`src/hdl/icr_params.svh`:
```
`ifndef ICR_PARAMS_SVH
`define ICR_PARAMS_SVH

// register offsets within the eight-byte window (address bits 2..0)
`define ICR_OFF_IN0      3'h0
`define ICR_OFF_IN1      3'h1
`define ICR_OFF_IN2      3'h2
`define ICR_OFF_IN3      3'h3
`define ICR_OFF_RELAY    3'h4
`define ICR_OFF_GRP_EN   3'h5
`define ICR_OFF_PEND     3'h6
`define ICR_OFF_STATUS   3'h7

// status byte field positions
`define ICR_STAT_ANY     0
`define ICR_STAT_BUSY    1

// reset values and the clear-all mask
`define ICR_RELAY_RST    4'h0
`define ICR_GRP_EN_RST   8'h00
`define ICR_PEND_RST     8'h00
`define ICR_CLR_ALL      8'hff

// interrupt pulse timing
`define ICR_CLK_PERIOD_NS 10
`define ICR_IRQ_LOW_NS    750
`define ICR_IRQ_HIGH_NS   250
`define ICR_IRQ_LOW_CYC   ((`ICR_IRQ_LOW_NS + `ICR_CLK_PERIOD_NS - 1) / `ICR_CLK_PERIOD_NS)
`define ICR_IRQ_HIGH_CYC  ((`ICR_IRQ_HIGH_NS + `ICR_CLK_PERIOD_NS - 1) / `ICR_CLK_PERIOD_NS)

`endif

```
`src/hdl/icr_pkg.sv`:
```
package icr_pkg;

  // interrupt pulse phases, one-hot
  typedef enum logic [2:0] {
    ICR_IDLE = 3'b001,
    ICR_LOW  = 3'b010,
    ICR_HIGH = 3'b100
  } icr_pulse_state_t;

endpackage : icr_pkg

```
`src/hdl/icr_sync.sv`:
```
`timescale 1ns/100ps
`default_nettype none

module icr_sync #(
  parameter int W = 1
) (
  // clock and reset
  input  wire logic         clk_i,
  input  wire logic         rst_i,
  // asynchronous level in, synchronised level out
  input  wire logic [W-1:0] d_i,
  output var  logic [W-1:0] q_o
);

  logic [W-1:0] meta_reg;
  logic [W-1:0] meta_next;
  logic [W-1:0] q_next;

  // first stage is read only by the second stage
  always_comb begin
    meta_next = d_i;
    q_next    = meta_reg;
  end

  always_ff @(posedge clk_i) begin
    if (rst_i) begin
      meta_reg <= '0;
      q_o      <= '0;
    end else begin
      meta_reg <= meta_next;
      q_o      <= q_next;
    end
  end

endmodule : icr_sync

`default_nettype wire

```
`src/hdl/icr_pulse.sv`:
```
`timescale 1ns/100ps
`default_nettype none

module icr_pulse
  import icr_pkg::*;
#(
  parameter int LOW_CYC  = 75,
  parameter int HIGH_CYC = 25
) (
  // clock and reset
  input  wire logic clk_i,
  input  wire logic rst_i,
  // request and state
  input  wire logic start_i,
  output var  logic busy_o,
  // line level and drive enable
  output var  logic line_o,
  output var  logic oe_o
);

  icr_pulse_state_t state_reg;
  icr_pulse_state_t state_next;
  logic [7:0]       cnt_reg;
  logic [7:0]       cnt_next;
  logic             line_next;
  logic             oe_next;

  // low phase then high phase, then release; start is ignored while busy
  always_comb begin
    state_next = state_reg;
    cnt_next   = cnt_reg + 8'h01;
    case (state_reg)
      ICR_IDLE: begin
        cnt_next = 8'h00;
        if (start_i) begin
          state_next = ICR_LOW;
        end
      end
      ICR_LOW: begin
        if (cnt_reg == 8'(LOW_CYC - 1)) begin
          state_next = ICR_HIGH;
          cnt_next   = 8'h00;
        end
      end
      ICR_HIGH: begin
        if (cnt_reg == 8'(HIGH_CYC - 1)) begin
          state_next = ICR_IDLE;
          cnt_next   = 8'h00;
        end
      end
      default: begin
        state_next = ICR_IDLE;
        cnt_next   = 8'h00;
      end
    endcase
    line_next = (state_next == ICR_HIGH);
    oe_next   = (state_next != ICR_IDLE);
  end

  always_ff @(posedge clk_i) begin
    if (rst_i) begin
      state_reg <= ICR_IDLE;
      cnt_reg   <= 8'h00;
      line_o    <= 1'b0;
      oe_o      <= 1'b0;
      busy_o    <= 1'b0;
    end else begin
      state_reg <= state_next;
      cnt_reg   <= cnt_next;
      line_o    <= line_next;
      oe_o      <= oe_next;
      busy_o    <= oe_next;
    end
  end

endmodule : icr_pulse

`default_nettype wire

```
`src/hdl/icr_top.sv`:
```
// Added by the designer: the register offsets and the strobed register port.
`timescale 1ns/100ps
`default_nettype none
`include "icr_params.svh"

// Operation
// decode exactly eight consecutive byte addresses starting at the base
// every access is one byte wide; no wider transfer exists
// thirty-two readable input bits and four relay output bits
// an energised input reads back as one
// an enabled input toggling either way raises an interrupt
// inputs form eight groups of four, each with its own enable
// host clears a serviced event with a write; the event drops then
// pending events can be read back by the host
// interrupt line floats normally; driven for 1 us per event
// driven interval: 750 ns low, then 250 ns high, then released
// interrupt routed to one selectable level: 3-7, 9-12, 14, 15
// relays come up de-energised before any write
// relay values latched by a write and held until the next
// address bits 9..3 match the base; bits 2..0 pick the register
// host places the base between 100 and 3ff hex, without overlap
// inputs synchronised; event when the sample differs from the previous one
// a pending event stays latched until the clearing write
module icr_top
  import icr_pkg::*;
#(
  parameter int N_IN     = 32,
  parameter int GRP_W    = 4,
  parameter int N_RELAY  = 4,
  parameter int LOW_CYC  = `ICR_IRQ_LOW_CYC,
  parameter int HIGH_CYC = `ICR_IRQ_HIGH_CYC
) (
  // clock and reset
  input  wire logic         CLK_I,
  input  wire logic         SYS_RST_I,
  // host register port
  input  wire logic [9:0]   BUS_ADDR_I,
  input  wire logic [7:0]   BUS_WDATA_I,
  input  wire logic         BUS_WR_I,
  input  wire logic         BUS_RD_I,
  output var  logic [7:0]   BUS_RDATA_O,
  output var  logic         BUS_RVALID_O,
  // board straps: base address bits 9..3 and interrupt level
  input  wire logic [6:0]   BASE_SEL_I,
  input  wire logic [3:0]   IRQ_SEL_I,
  // isolated inputs and relay drive
  input  wire logic [N_IN-1:0]    IN_I,
  output var  logic [N_RELAY-1:0] RELAY_O,
  // shared interrupt request lines, level and drive enable
  output var  logic [15:0]  IRQ_O,
  output var  logic [15:0]  IRQ_OE_O
);

  localparam int N_GRP = N_IN / GRP_W;

  // only these host request levels may be driven
  function automatic logic irq_level_ok(input logic [3:0] sel);
    case (sel)
      4'h3, 4'h4, 4'h5, 4'h6, 4'h7,
      4'h9, 4'ha, 4'hb, 4'hc,
      4'he, 4'hf: irq_level_ok = 1'b1;
      default:    irq_level_ok = 1'b0;
    endcase
  endfunction : irq_level_ok

  logic [N_IN-1:0]    in_sync;
  logic [6:0]         base_sync;
  logic [3:0]         irq_sel_sync;
  logic [N_IN-1:0]    prev_reg;
  logic [N_IN-1:0]    prev_next;
  logic [2:0]         arm_reg;
  logic [2:0]         arm_next;
  logic [N_GRP-1:0]   grp_chg;
  logic [N_GRP-1:0]   grp_set;
  logic [N_GRP-1:0]   en_reg;
  logic [N_GRP-1:0]   en_next;
  logic [N_GRP-1:0]   pend_reg;
  logic [N_GRP-1:0]   pend_next;
  logic [N_GRP-1:0]   clr_mask;
  logic [N_RELAY-1:0] relay_next;
  logic               req_reg;
  logic               req_next;
  logic               pulse_start;
  logic               pulse_busy;
  logic               pulse_line;
  logic               pulse_oe;
  logic               hit;
  logic               wr_hit;
  logic               rd_hit;
  logic [2:0]         off;
  logic [7:0]         rd_mux;
  logic [7:0]         rdata_next;
  logic [15:0]        irq_next;
  logic [15:0]        irq_oe_next;

  // the isolated inputs and both straps cross two flip-flops before use; the bus pins do not
  icr_sync #(.W(N_IN)) u_sync_in (
    .clk_i (CLK_I),
    .rst_i (SYS_RST_I),
    .d_i   (IN_I),
    .q_o   (in_sync)
  );

  icr_sync #(.W(7)) u_sync_base (
    .clk_i (CLK_I),
    .rst_i (SYS_RST_I),
    .d_i   (BASE_SEL_I),
    .q_o   (base_sync)
  );

  icr_sync #(.W(4)) u_sync_irq (
    .clk_i (CLK_I),
    .rst_i (SYS_RST_I),
    .d_i   (IRQ_SEL_I),
    .q_o   (irq_sel_sync)
  );

  // address decode: upper bits against the strap, low bits pick the byte
  assign off    = BUS_ADDR_I[2:0];
  assign hit    = (BUS_ADDR_I[9:3] == base_sync);
  assign wr_hit = BUS_WR_I & hit;
  assign rd_hit = BUS_RD_I & hit;

  // per-group change of the synchronised sample against the last one
  generate
    for (genvar g = 0; g < N_GRP; g++) begin : g_grp
      assign grp_chg[g] = |(in_sync[g*GRP_W +: GRP_W] ^ prev_reg[g*GRP_W +: GRP_W]);
    end
  endgenerate

  // arming delay hides the step from reset value to real level
  assign grp_set = grp_chg & en_reg & {N_GRP{arm_reg[2]}};

  // clear masks: pending byte is write-one-to-clear, status write clears all
  always_comb begin
    clr_mask = '0;
    if (wr_hit && off == `ICR_OFF_PEND) begin
      clr_mask = BUS_WDATA_I[N_GRP-1:0];
    end else if (wr_hit && off == `ICR_OFF_STATUS) begin
      clr_mask = `ICR_CLR_ALL;
    end
  end

  // next values of the control and event state; set wins over clear
  always_comb begin
    prev_next  = in_sync;
    arm_next   = {arm_reg[1:0], 1'b1};
    en_next    = en_reg;
    relay_next = RELAY_O;
    if (wr_hit && off == `ICR_OFF_GRP_EN) begin
      en_next = BUS_WDATA_I[N_GRP-1:0];
    end
    if (wr_hit && off == `ICR_OFF_RELAY) begin
      relay_next = BUS_WDATA_I[N_RELAY-1:0];
    end
    pend_next = (pend_reg & ~clr_mask) | grp_set;
    req_next  = (req_reg & ~pulse_start) | (|grp_set);
  end

  always_ff @(posedge CLK_I) begin
    if (SYS_RST_I) begin
      prev_reg <= '0;
      arm_reg  <= 3'h0;
      en_reg   <= `ICR_GRP_EN_RST;
      RELAY_O  <= `ICR_RELAY_RST;
      pend_reg <= `ICR_PEND_RST;
      req_reg  <= 1'b0;
    end else begin
      prev_reg <= prev_next;
      arm_reg  <= arm_next;
      en_reg   <= en_next;
      RELAY_O  <= relay_next;
      pend_reg <= pend_next;
      req_reg  <= req_next;
    end
  end

  // a request that lands mid-pulse waits, so a shared line never sees a merged pulse
  assign pulse_start = req_reg & ~pulse_busy;

  icr_pulse #(
    .LOW_CYC  (LOW_CYC),
    .HIGH_CYC (HIGH_CYC)
  ) u_pulse (
    .clk_i   (CLK_I),
    .rst_i   (SYS_RST_I),
    .start_i (pulse_start),
    .busy_o  (pulse_busy),
    .line_o  (pulse_line),
    .oe_o    (pulse_oe)
  );

  // read mux; every byte of the window answers, upper bits read zero
  always_comb begin
    rd_mux = 8'h00;
    case (off)
      `ICR_OFF_IN0:    rd_mux = in_sync[7:0];
      `ICR_OFF_IN1:    rd_mux = in_sync[15:8];
      `ICR_OFF_IN2:    rd_mux = in_sync[23:16];
      `ICR_OFF_IN3:    rd_mux = in_sync[31:24];
      `ICR_OFF_RELAY:  rd_mux[N_RELAY-1:0] = RELAY_O;
      `ICR_OFF_GRP_EN: rd_mux[N_GRP-1:0] = en_reg;
      `ICR_OFF_PEND:   rd_mux[N_GRP-1:0] = pend_reg;
      `ICR_OFF_STATUS: begin
        rd_mux[`ICR_STAT_ANY]  = |pend_reg;
        rd_mux[`ICR_STAT_BUSY] = pulse_busy | req_reg;
      end
      default:         rd_mux = 8'h00;
    endcase
    rdata_next = rd_hit ? rd_mux : 8'h00;
  end

  // route the pulse to the one strapped level; bad straps leave all lines floating
  always_comb begin
    irq_next    = {16{pulse_line}};
    irq_oe_next = 16'h0000;
    if (irq_level_ok(irq_sel_sync)) begin
      irq_oe_next[irq_sel_sync] = pulse_oe;
    end
  end

  always_ff @(posedge CLK_I) begin
    if (SYS_RST_I) begin
      BUS_RDATA_O  <= 8'h00;
      BUS_RVALID_O <= 1'b0;
      IRQ_O        <= 16'h0000;
      IRQ_OE_O     <= 16'h0000;
    end else begin
      BUS_RDATA_O  <= rdata_next;
      BUS_RVALID_O <= rd_hit;
      IRQ_O        <= irq_next;
      IRQ_OE_O     <= irq_oe_next;
    end
  end

  // helper run-length counters for the driven phases, read only by assertions
  localparam int LOW_CHK  = LOW_CYC;
  localparam int HIGH_CHK = HIGH_CYC;
  logic       irq_low_w;
  logic       irq_high_w;
  logic [7:0] low_run_reg;
  logic [7:0] high_run_reg;

  assign irq_low_w  = |(IRQ_OE_O & ~IRQ_O);
  assign irq_high_w = |(IRQ_OE_O & IRQ_O);

  always_ff @(posedge CLK_I) begin
    if (SYS_RST_I) begin
      low_run_reg  <= 8'h00;
      high_run_reg <= 8'h00;
    end else begin
      low_run_reg  <= irq_low_w ? low_run_reg + 8'h01 : 8'h00;
      high_run_reg <= irq_high_w ? high_run_reg + 8'h01 : 8'h00;
    end
  end
endmodule : icr_top

`default_nettype wire

```
`config.mk`:
```
export PLATFORM = sky130hd
export DESIGN_NAME = icr_top
export DESIGN_NICKNAME = d
export VERILOG_FILES = /design/src/hdl/icr_pkg.sv /design/src/hdl/icr_sync.sv /design/src/hdl/icr_pulse.sv /design/src/hdl/icr_top.sv
export VERILOG_INCLUDE_DIRS = /design/src /design/src/hdl
export SDC_FILE = /design/constraint.sdc
export NUM_CORES = 1
export LEC_CHECK = 0
export ABC_AREA = 1
export BUFFER_PORTS_ARGS = -buffer_cell sky130_fd_sc_hd__buf_2
export CAP_MARGIN = 20
export CORE_MARGIN = 4
export CORE_UTILIZATION = 60
export CTS_BUF_LIST = sky130_fd_sc_hd__clkbuf_8 sky130_fd_sc_hd__clkbuf_16
export CTS_CLUSTER_SIZE = 20
export DETAILED_ROUTE_END_ITERATION = 8
export PLACE_DENSITY = 0.84
export SLEW_MARGIN = 20
export SYNTH_ARGS = -nofsm -noshare
export SYNTH_HDL_FRONTEND = slang
export SYNTH_SLANG_ARGS = --single-unit
```
`constraint.sdc`:
```
create_clock -name CLK_I -period 3.77 [get_ports CLK_I]
set_input_delay 0.754 -clock CLK_I [delete_from_list [all_inputs] [get_ports CLK_I]]
set_output_delay 0.754 -clock CLK_I [all_outputs]
set_load 0.005 [all_outputs]
```
==> results.md, run 1 <==
- # rows: 38
- ANT cells: 0
- CTS Buf Count: 17
- Data required, critical path: 3.02 ns
- Final hold viol count: 0
- CTS H-tree depth: 4
- Number of synthesized flops with an enable pin: 0
- Slowest cell on the critical path: dfxtp_1
- Post-synthesis simple-gate area fraction: 0.210
- Detailed Route Iter0 Violations: slightly above 400
- Clock sinks: around 180
- Synth area leader: dfxtp_1
- FF+latch count, synth: about 180
- Max-Cap Viols: 0
- DRC violations left: 0
- Worst hold path class: register to register
- CP endpoint kind: output pin
- Final-stage net count: between 900 and 1000
- Final min period: 1.96 ns
- Post-CTS Repair Setup Buffers: 0
- Total grt overflow: 0
- Wire length after detailed routing: around 13000 microns
- Clk slew on worst S/H paths: about 0.070 ns
- CTS tree: yes
- Arrival time of the worst setup path: approximately 1.2 ns
- First-pass GRT wire length: between 20000 and 25000 microns
- Wire per inst: around 12 microns
- CP max stage delay: 0.51 ns
- Vias in the first global route: about 4700
- Post-synth top area share: 0.552
- TNS Setup: 0 ns
- Largest delay share family, worst path: flip-flops
- Routed Antenna Nets: 0
- Asr flop ratio synth: 0
- Area after DPL: 0.00712 sq mm
- P&R area growth vs syn: 17.0%
- Adder-Cell Fraction of Synth Area: 0.00569
- Reg power frac: 0.505
- Mapped Avg Cell Area: approximately 8.0 sq um
- RR Startpoint: u_sync_base.q_o[2]
- Outcome: finished clean
- Die height: around 110 microns
- Relative slew slack: 0.377
- # setup viols final: 0
- Initial antenna violation count: 0
- Main combinational cell family by area after synthesis: simple AND/OR/NAND/NOR gates
- Period utilisation layout: 0.520
- Worst-margin pin slew: about 0.93 ns
- Pin count of the biggest net entering global routing: 101
- Hold_sp: u_sync_in.meta_reg[7]
- Buf/Inv on CP: 1
- Startpoint Class: register
- P_sw: 943 uW
- Die X: ~110 microns
- Static Leak: between 0.003 and 0.004 uW
- Via count: 5158
- Crit-path max FO: 16
- Clk_lat worst skew: about 0.53 ns
- 1st-pass router iterations: 5
- Post-synthesis xor/xnor area fraction: 0.0504
- Syn Std Cell Area: roughly 0.0066 sq mm
- Power per Cell Area: a little over 500 mW/mm^2
- Share of layout cells above drive strength 1: 0.164
- Vias/cell: approximately 4.8
- Clock root buffer master: clkbuf_8
- Top cells by count, synth: nor2_1 (191), dfxtp_1 (182), inv_1 (176)
- Sequential cell area fraction in the yosys report: 0.552
- RSZ-0062 raised after global routing: false
- Total GRT Usage: 0.212
- Distinct cells, synth: 29
- Cell count after synthesis: 821
- CTS Hold Bufs: 0
- Final instance area: between 0.007 and 0.008 sq mm
- Worst VDD drop: between 0.3 and 0.4 mV
- Top-count cell post-synth: nor2_1
- Post-synthesis compound-gate area fraction: 0.0495
- CTS resizes: 0
- Input/output buffers: around 110
- Mux contribution to synthesized area: 0
- Clock Power Share: 0.448
- Switch share: 0.238
- DP HPWL: between 9000 and 10000 microns
- Initial Util: 0.611
- Die area: 0.0127 sq mm
- Critical-path cell list: buf_2
- Ys Warns: 0
- RePlAce Congestion: 0.923
- Clk_skew: just under 0.01 ns
- Synth Flop Type: dfxtp_1
- CP startpoint: IRQ_O[0]
- Fin. max-slew vios: 0
- Fmax: just over 0.5 GHz
- Core area: around 0.011 sq mm
- Pint: between 3000 and 4000 uW
- Part of the power in combinational logic: 0.048
- Synthesized net count: around 890
- IO Pins: between 100 and 150
- Setup CP Type: register to output pin
- Clock Tree Buf Depth: 2
- Top cells by area, synth: dfxtp_1 (55%), nor2_1 (11%), inv_1 (10%), nand2_1 (4.2%), xnor2_1 (2.5%)
-- path summary, 6_finish.rpt --
| path | to | slack [ns] | cells after the start |
|---|---|---|---|
| max | IRQ_O[15] | 1.81 | 1 |
| min | u_sync_in.q_o[7] | 0.39 | 2 |
| max reg2reg | en_reg[4] | 1.92 | 9 |
| min reg2reg | u_sync_in.q_o[7] | 0.39 | 2 |
-- through the flow --
step	total power, uW	util	hold WS, ns	setup slack [ns]	std cells
finish	3970	0.715	0.395	1.81	1067
global route	4100	0.715	0.401	1.73	1067
CTS	3990	0.715	0.395	1.77	1067
detailed placement	2230	0.660	0.393	1.48	1035
global placement	2220	0.660	0.389	1.51	1035
floorplan	2160	-	0.388	2.05	821
-- kinds of logic after synthesis --
logic type      count (synthesis)
compound gates                 59
xor+xnor                       38
fa+ha+maj                       3
buf+inv                       213
flops                         182
simple gates                  326
-- tightest hold or removal path, stage by stage, from the launching register on --
cell and delay [ns]:
dfxtp_1 0.30, inv_1 0.04, nor2_1 0.03
-- cells in the final DEF, fill, tap and decap left out, types with 2 or more instances in the layout --
master | Yosys | routed
a21oi_1 | 22 | 22
a31oi_1 | 2 | 2
buf_2 | 3 | 108
buf_4 | 15 | 2
bufinv_16 | 0 | 2
clkbuf_16 | 0 | 16
clkinv_4 | 0 | 2
dfxtp_1 | 182 | 182
ha_1 | 3 | 3
inv_1 | 176 | 177
inv_6 | 0 | 4
inv_8 | 0 | 4
nand2_1 | 74 | 74
nand3_1 | 23 | 23
nand3_2 | 3 | 3
nand4_1 | 16 | 16
nor2_1 | 191 | 191
nor2_4 | 3 | 3
nor3_1 | 10 | 10
nor3_2 | 2 | 2
nor4_1 | 2 | 2
o21ai_0 | 18 | 18
o22ai_1 | 14 | 14
xnor2_1 | 19 | 19
xor2_1 | 19 | 19
-- metal layers --
| layer | wire length, microns | share of wire | GRT usage | up-vias |
|---|---|---|---|---|
| met1 | 5320 | 0.40 | 0.257 | 2281 |
| met4 | 329 | 0.025 | 0.0946 | 0 |
| met2 | 6360 | 0.48 | 0.351 | 223 |
| met5 | 0 | 0 | 0 | - |
| li1 | - | - | - | 2624 |
| met3 | 1280 | 0.096 | 0.0610 | 30 |
-- power by group through the flow --
stage | sequential (uW) | combinational (uW) | clock, uW
after floorplan | 2040 | 121 | 0
after global placement | 2040 | 179 | 0
after detailed placement | 2050 | 184 | 0
after CTS | 2000 | 188 | 1800
after global routing | 2010 | 214 | 1880
final | 2000 | 189 | 1780
-- final cells by class --
class | instances | area, sq um
Sequential cell | 182 | 3640
Fill cell | 797 | 3070
Multi-Input combinational cell | 426 | 2080
Inverter | 177 | 664
Timing Repair Buffer | 110 | 556
Clock buffer | 17 | 414
Clock inverter | 15 | 185
Tap cell | 140 | 175
No activity file was read; power rests on OpenSTA's default activity.
==> run 2, diff against run 1 <==
Settings changed: CORE_UTILIZATION 60 to 50, PLACE_DENSITY 0.84 to 0.75.
Clock period 3.77 ns to 1.6 ns, I/O delays scaled along.
==> run 2 against run 1 <==
Net effect:
- hold slack got worse by 0.30 ns
- clock power rose by 120%
- combinational power rose by 150%
- via count fell by 2.3%
- critical path depth rose by 9
- routed wire length fell by 1.7%
- register-to-register slack got worse by 1.8 ns
- power rose by 130%
- clock-buffer cell count rose by 1
- critical path type is now register to register
- largest power group unchanged
- highest routed layer unchanged
==> results.md, run 2 (synthesized netlist as in run 1, its figures left out) <==
- Reg2reg path depth: 10
- Startpoint Class: register
- Detailed Route Iter0 Violations: 361
- Power per Cell Area: between 1000 and 1500 mW/mm^2
- 1st-pass router iterations: 5
- Clock sinks: around 180
- P_sw: about 2000 uW
- Hold depth: 3
- Max-Cap Viols: 0
- Die X: 123 microns
- CP max stage delay: between 0.3 and 0.4 ns
- Slowest cell on the critical path: dfxtp_2
- Routed wl met3: 1020 microns
- CTS tree: yes
- P&R area growth vs syn: 19.2%
- Input/output buffers: 109
- Hold_sp: IN_I[2]
- First-pass GRT wire length: 21200 microns
- Wire length after detailed routing: approximately 13000 microns
- RSZ-0062 raised after global routing: true
- Most frequent cells in the layout: nor2_1 (190), dfxtp_1 (178), inv_1 (178)
- DRT met1 WL: around 5900 microns
- CTS resizes: 0
- Initial antenna violation count: 0
- Total grt overflow: 0
- Pin count of the biggest net entering global routing: 56
- DP HPWL: between 9000 and 10000 microns
- Die height: 123 microns
- Data required, critical path: 1.94 ns
- Final-stage net count: around 1000
- DRC violations left: 0
- Largest delay share family, worst path: simple AND/OR/NAND/NOR gates
- Clock Power Share: 0.425
- Vias/cell: ~4.5
- Sequential cell area: 0.00365 sq mm
- CTS Buf Count: 17
- Clk slew on worst S/H paths: 0.06 ns
- Setup slack, reg-to-reg: between 0.1 and 0.15 ns
- RR Startpoint: u_sync_base.q_o[2]
- CP endpoint kind: register
- Routed Antenna Nets: 0
- Relative slew slack: 0.711
- Part of the power in combinational logic: 0.052
- Area after DPL: 0.00728 sq mm
- Final min period: ~1.5 ns
- Most common cell after layout, fill and taps aside: nor2_1
- Final instance area: 0.00786 sq mm
- Worst VDD drop: 0.739 mV
- CTS H-tree depth: 4
- Core area: between 0.01 and 0.015 sq mm
- Total GRT Usage: 0.180
- Crit-path max FO: 5
- Worst hold path class: input pin to register
- Share of layout cells above drive strength 1: 0.183
- Arrival time of the worst setup path: about 1.8 ns
- CP startpoint: u_sync_base.q_o[2]
- Pint: between 7000 and 8000 uW
- Worst-margin pin slew: about 0.43 ns
- CTS Hold Bufs: 0
- ANT cells: 0
- Via count: ~5000
- Clk_skew: roughly 0.0074 ns
- Vias in the first global route: about 4600
- End of the worst hold path: u_sync_in.meta_reg[2]
- Clk_lat worst skew: between 0.4 and 0.5 ns
- Setup CP Type: register to register
- Area of the multi-input gates: 0.00210 sq mm
- Initial Util: 0.517
- # rows: 41
- Buf/Inv on CP: 2
- Number of cells on the critical path: 10
- Critical-path cell list: inv_1 > nand2_1 > nand2_1 > nor2_1 > nand2_1 > nor2_4 > nand3_2 > inv_1 > nand2_1 > a21oi_1
- Top sig layer: met4
- Fin. max-slew vios: 0
- Clock root buffer master: clkbuf_16
- Fmax: ~0.67 GHz
- IO Pins: 110
- Final Core Density: 0.616
- Most frequent CP cell: nand2_1
- Fillers: approximately 1100
- R2r endpoint: BUS_RDATA_O[6]
- Period utilisation layout: 0.937
- Clock Tree Buf Depth: 2
- # setup viols final: 0
- Reg power frac: 0.523
- Die area: between 0.015 and 0.02 sq mm
- RePlAce Congestion: roughly 0.97
- Post-CTS Repair Setup Buffers: 0
- DR WL met2: 5900 microns
- Outcome: finished clean
- Wire per inst: approximately 12 microns
- Switch share: 0.222
- Static Leak: 0.00373 uW
- Final hold viol count: 0
==> run 2: layout make-up <==
class,instances,area share
timing repair buffer,124,0.0874
multi-input combinational,426,0.267
sequential,182,0.464
tap,172,0.0274
inverter,177,0.0845
clock inverter,14,0.0145
clock buffer,18,0.0558
==> run 2: worst max-delay path by stage <==
| stage | endpoint | slack (ns) |
|---|---|---|
| after detailed placement | en_reg[1] | 0.002 |
| final | BUS_RDATA_O[6] | 0.10 |
| after CTS | en_reg[5] | 0.09 |
| after floorplan | pend_reg[7] | 0.32 |
| after global placement | en_reg[1] | 0.03 |
| after global routing | RELAY_O[3] | -0.03 |
==> run 2: tightest hold or removal path, delay by kind of cell <==
kind                   cells  cell delay (ns)
and+or+nand+nor            1             0.06
buffers and inverters      2             0.10
==> run 2: stage by stage <==
step	setup TNS, ns	setup slack, ns	hold WS (ns)	instances	power, uW
after floorplan	0	0.316	0.388	821	5090
after global placement	0	0.0347	0.390	1080	5270
after detailed placement	0	0.00222	0.392	1080	5280
after CTS	0	0.0892	0.0862	1112	9080
after global routing	-0.0287	-0.0287	0.0890	1113	9360
final	0	0.101	0.0977	1113	9020
==> run 2: layer usage <==
metal	GRT usage	vias to the layer above
met1	0.239	2195
met5	0	-
li1	-	2647
met2	0.284	176
met3	0.0502	19
met4	0.0609	0
==> run 2: power by group through the flow <==
stage | sequential, uW | clock, uW | combinational [uW]
floorplan | 4800 | 0 | 285
global placement | 4820 | 0 | 453
detailed placement | 4820 | 0 | 461
CTS | 4720 | 3900 | 465
global route | 4730 | 4090 | 535
finish | 4720 | 3830 | 465
==> run 3, diff against run 2 <==
Settings changed: CORE_MARGIN 4 to unset.
==> run 3 against run 2 <==
Net effect:
- hold slack about the same
- highest routed layer unchanged
- die area shrank 9.5%
- clock power rose by 2%
- largest cell class unchanged
- non-clock buffer count up 2
- power increased by 0.65%
==> results.md, run 3 (synthesized netlist as in run 1, its figures left out) <==
- Hold depth: 3
- Worst-margin pin slew: a little over 0.4 ns
- DP HPWL: ~9000 microns
- Number of cells on the critical path: 11
- Period utilisation layout: 0.927
- Slowest cell on the critical path: dfxtp_1
- Clk_lat worst skew: between 0.4 and 0.5 ns
- Setup CP Type: register to register
- Clock Tree Buf Depth: 2
- CP max stage delay: approximately 0.32 ns
- Static Leak: between 0.003 and 0.004 uW
- Core area: approximately 0.013 sq mm
- Startpoint Class: register
- Final worst slack: about 0.12 ns
- CTS Hold Bufs: 0
- Critical-path cell list: inv_1 > nand2_1 > nand2_1 > nor2_1 > nand2_1 > nor2_4 > buf_4 > nand3_2 > inv_1 > nand2_1 > a21oi_1
- Most common cell after layout, fill and taps aside: nor2_1
- Via count: around 5000
- Final hold viol count: 0
- IO Pins: between 100 and 150
- Detailed Route Iter0 Violations: between 300 and 400
- Area after DPL: approximately 0.0073 sq mm
- Clock Power Share: 0.430
- Power per Cell Area: 1160 mW/mm^2
- Final-stage net count: around 1000
- # rows: 41
- Initial Util: 0.519
- CP endpoint kind: register
- 1st-pass router iterations: 5
- Most frequent cells in the layout: nor2_1 (191), dfxtp_1 (181), inv_1 (177)
- Fillers: between 1000 and 1500
- Outcome: finished clean
- Buf/Inv on CP: 3
- # setup viols final: 0
- Total power: about 9100 uW
- Relative slew slack: 0.730
- Total GRT Usage: 0.201
- Reg2reg path depth: 11
- P_sw: between 2000 and 2500 uW
- ANT cells: 0
- Data required, critical path: between 1.5 and 2 ns
- First-pass GRT wire length: approximately 21000 microns
- Part of the power in combinational logic: 0.050
- Final instance area: 0.00785 sq mm
- Share of layout cells above drive strength 1: 0.179
- Vias/cell: approximately 4.5
- Pin count of the biggest net entering global routing: 91
- CTS H-tree depth: 4
- Worst VDD drop: 0.736 mV
- Fin. max-slew vios: 0
- Wire per inst: roughly 11 microns
- Worst hold path class: input pin to register
- Fmax: around 0.67 GHz
- Largest delay share family, worst path: simple AND/OR/NAND/NOR gates
- Arrival time of the worst setup path: about 1.8 ns
- Wire length after detailed routing: approximately 13000 microns
- Clk slew on worst S/H paths: around 0.070 ns
- Clock sinks: ~180
- Initial antenna violation count: 0
- RSZ-0062 raised after global routing: true
- Total grt overflow: 0
- Final min period: between 1 and 1.5 ns
- Most frequent CP cell: nand2_1
- Die area: about 0.014 sq mm
- CTS tree: yes
- Clock root buffer master: clkbuf_16
- Die height: 117 microns
- CTS Buf Count: 17
- Input/output buffers: ~110
- Vias in the first global route: 4397
- Clk_skew: 0.00842 ns
- Max-Cap Viols: 0
- Routed Antenna Nets: 0
- RePlAce Congestion: 0.930
- Pint: just over 7000 uW
- Reg power frac: 0.520
- Switch share: 0.222
- Crit-path max FO: 4
- DRC violations left: 0
- DP Worst Slack: -0.00505 ns
- P&R area growth vs syn: 19.0%
- Die X: between 100 and 150 microns
## run 3: final timing paths
path	startpoint	end	slack, ns
hold / removal	IN_I[8]	u_sync_in.meta_reg[8]	0.1
setup / recovery	u_sync_base.q_o[4]	BUS_RDATA_O[6]	0.12
setup reg to reg	u_sync_base.q_o[4]	BUS_RDATA_O[6]	0.12
hold reg to reg	u_sync_in.meta_reg[4]	u_sync_in.q_o[4]	0.40
## run 3: worst reg2reg max path: stages (launching register included)
cell and delay, ns:
dfxtp_1 0.32, inv_1 0.04, nand2_1 0.05, nand2_1 0.06
nor2_1 0.10, nand2_1 0.09, nor2_4 0.17, buf_4 0.14
nand3_2 0.06, inv_1 0.12, nand2_1 0.10, a21oi_1 0.16
## run 3: power by group through the flow
| stage | Sequential, uW | Combinational, uW | Clock (uW) |
|---|---|---|---|
| 3_3_place_gp | 4820 | 448 | 0 |
| 2_1_floorplan | 4800 | 285 | 0 |
| 5_1_grt | 4730 | 524 | 4170 |
| 4_1_cts | 4720 | 457 | 3970 |
| 6_report | 4720 | 454 | 3910 |
| 3_5_place_dp | 4820 | 455 | 0 |
## run 3: cell type report
type                            instances  area (sq um)  share of cell area
Sequential cell                       182          3640               0.464
Multi-Input combinational cell        426          2080               0.265
Timing Repair Buffer                  126           688              0.0876
Inverter                              177           664              0.0846
Clock buffer                           19           453              0.0577
Tap cell                              172           215              0.0274
Clock inverter                         11           103              0.0131
## run 3: layer usage
metal / global-route usage / share of wire / up-vias
met5: 0 / 0 / -
li1: - / - / 2657
met1: 0.265 / 0.47 / 2127
met3: 0.0546 / 0.069 / 28
met2: 0.309 / 0.43 / 173
met4: 0.0886 / 0.022 / 0
## run 3: metrics by stage
stage / hold WS, ns / util / TNS (ns) / cells
floorplan: 0.388 / - / 0 / 821
global placement: 0.389 / 0.573 / 0 / 1082
detailed placement: 0.392 / 0.573 / -0.0100 / 1082
CTS: 0.0856 / 0.616 / 0 / 1112
global route: 0.0960 / 0.617 / -0.131 / 1113
finish: 0.0974 / 0.617 / 0 / 1113
## run 3: timing repair
action | 4_1_cts | 5_1_grt
resized for setup | 0 | 2
endpoints found under the setup margin | 0 | 19
buffers inserted | 0 | 1
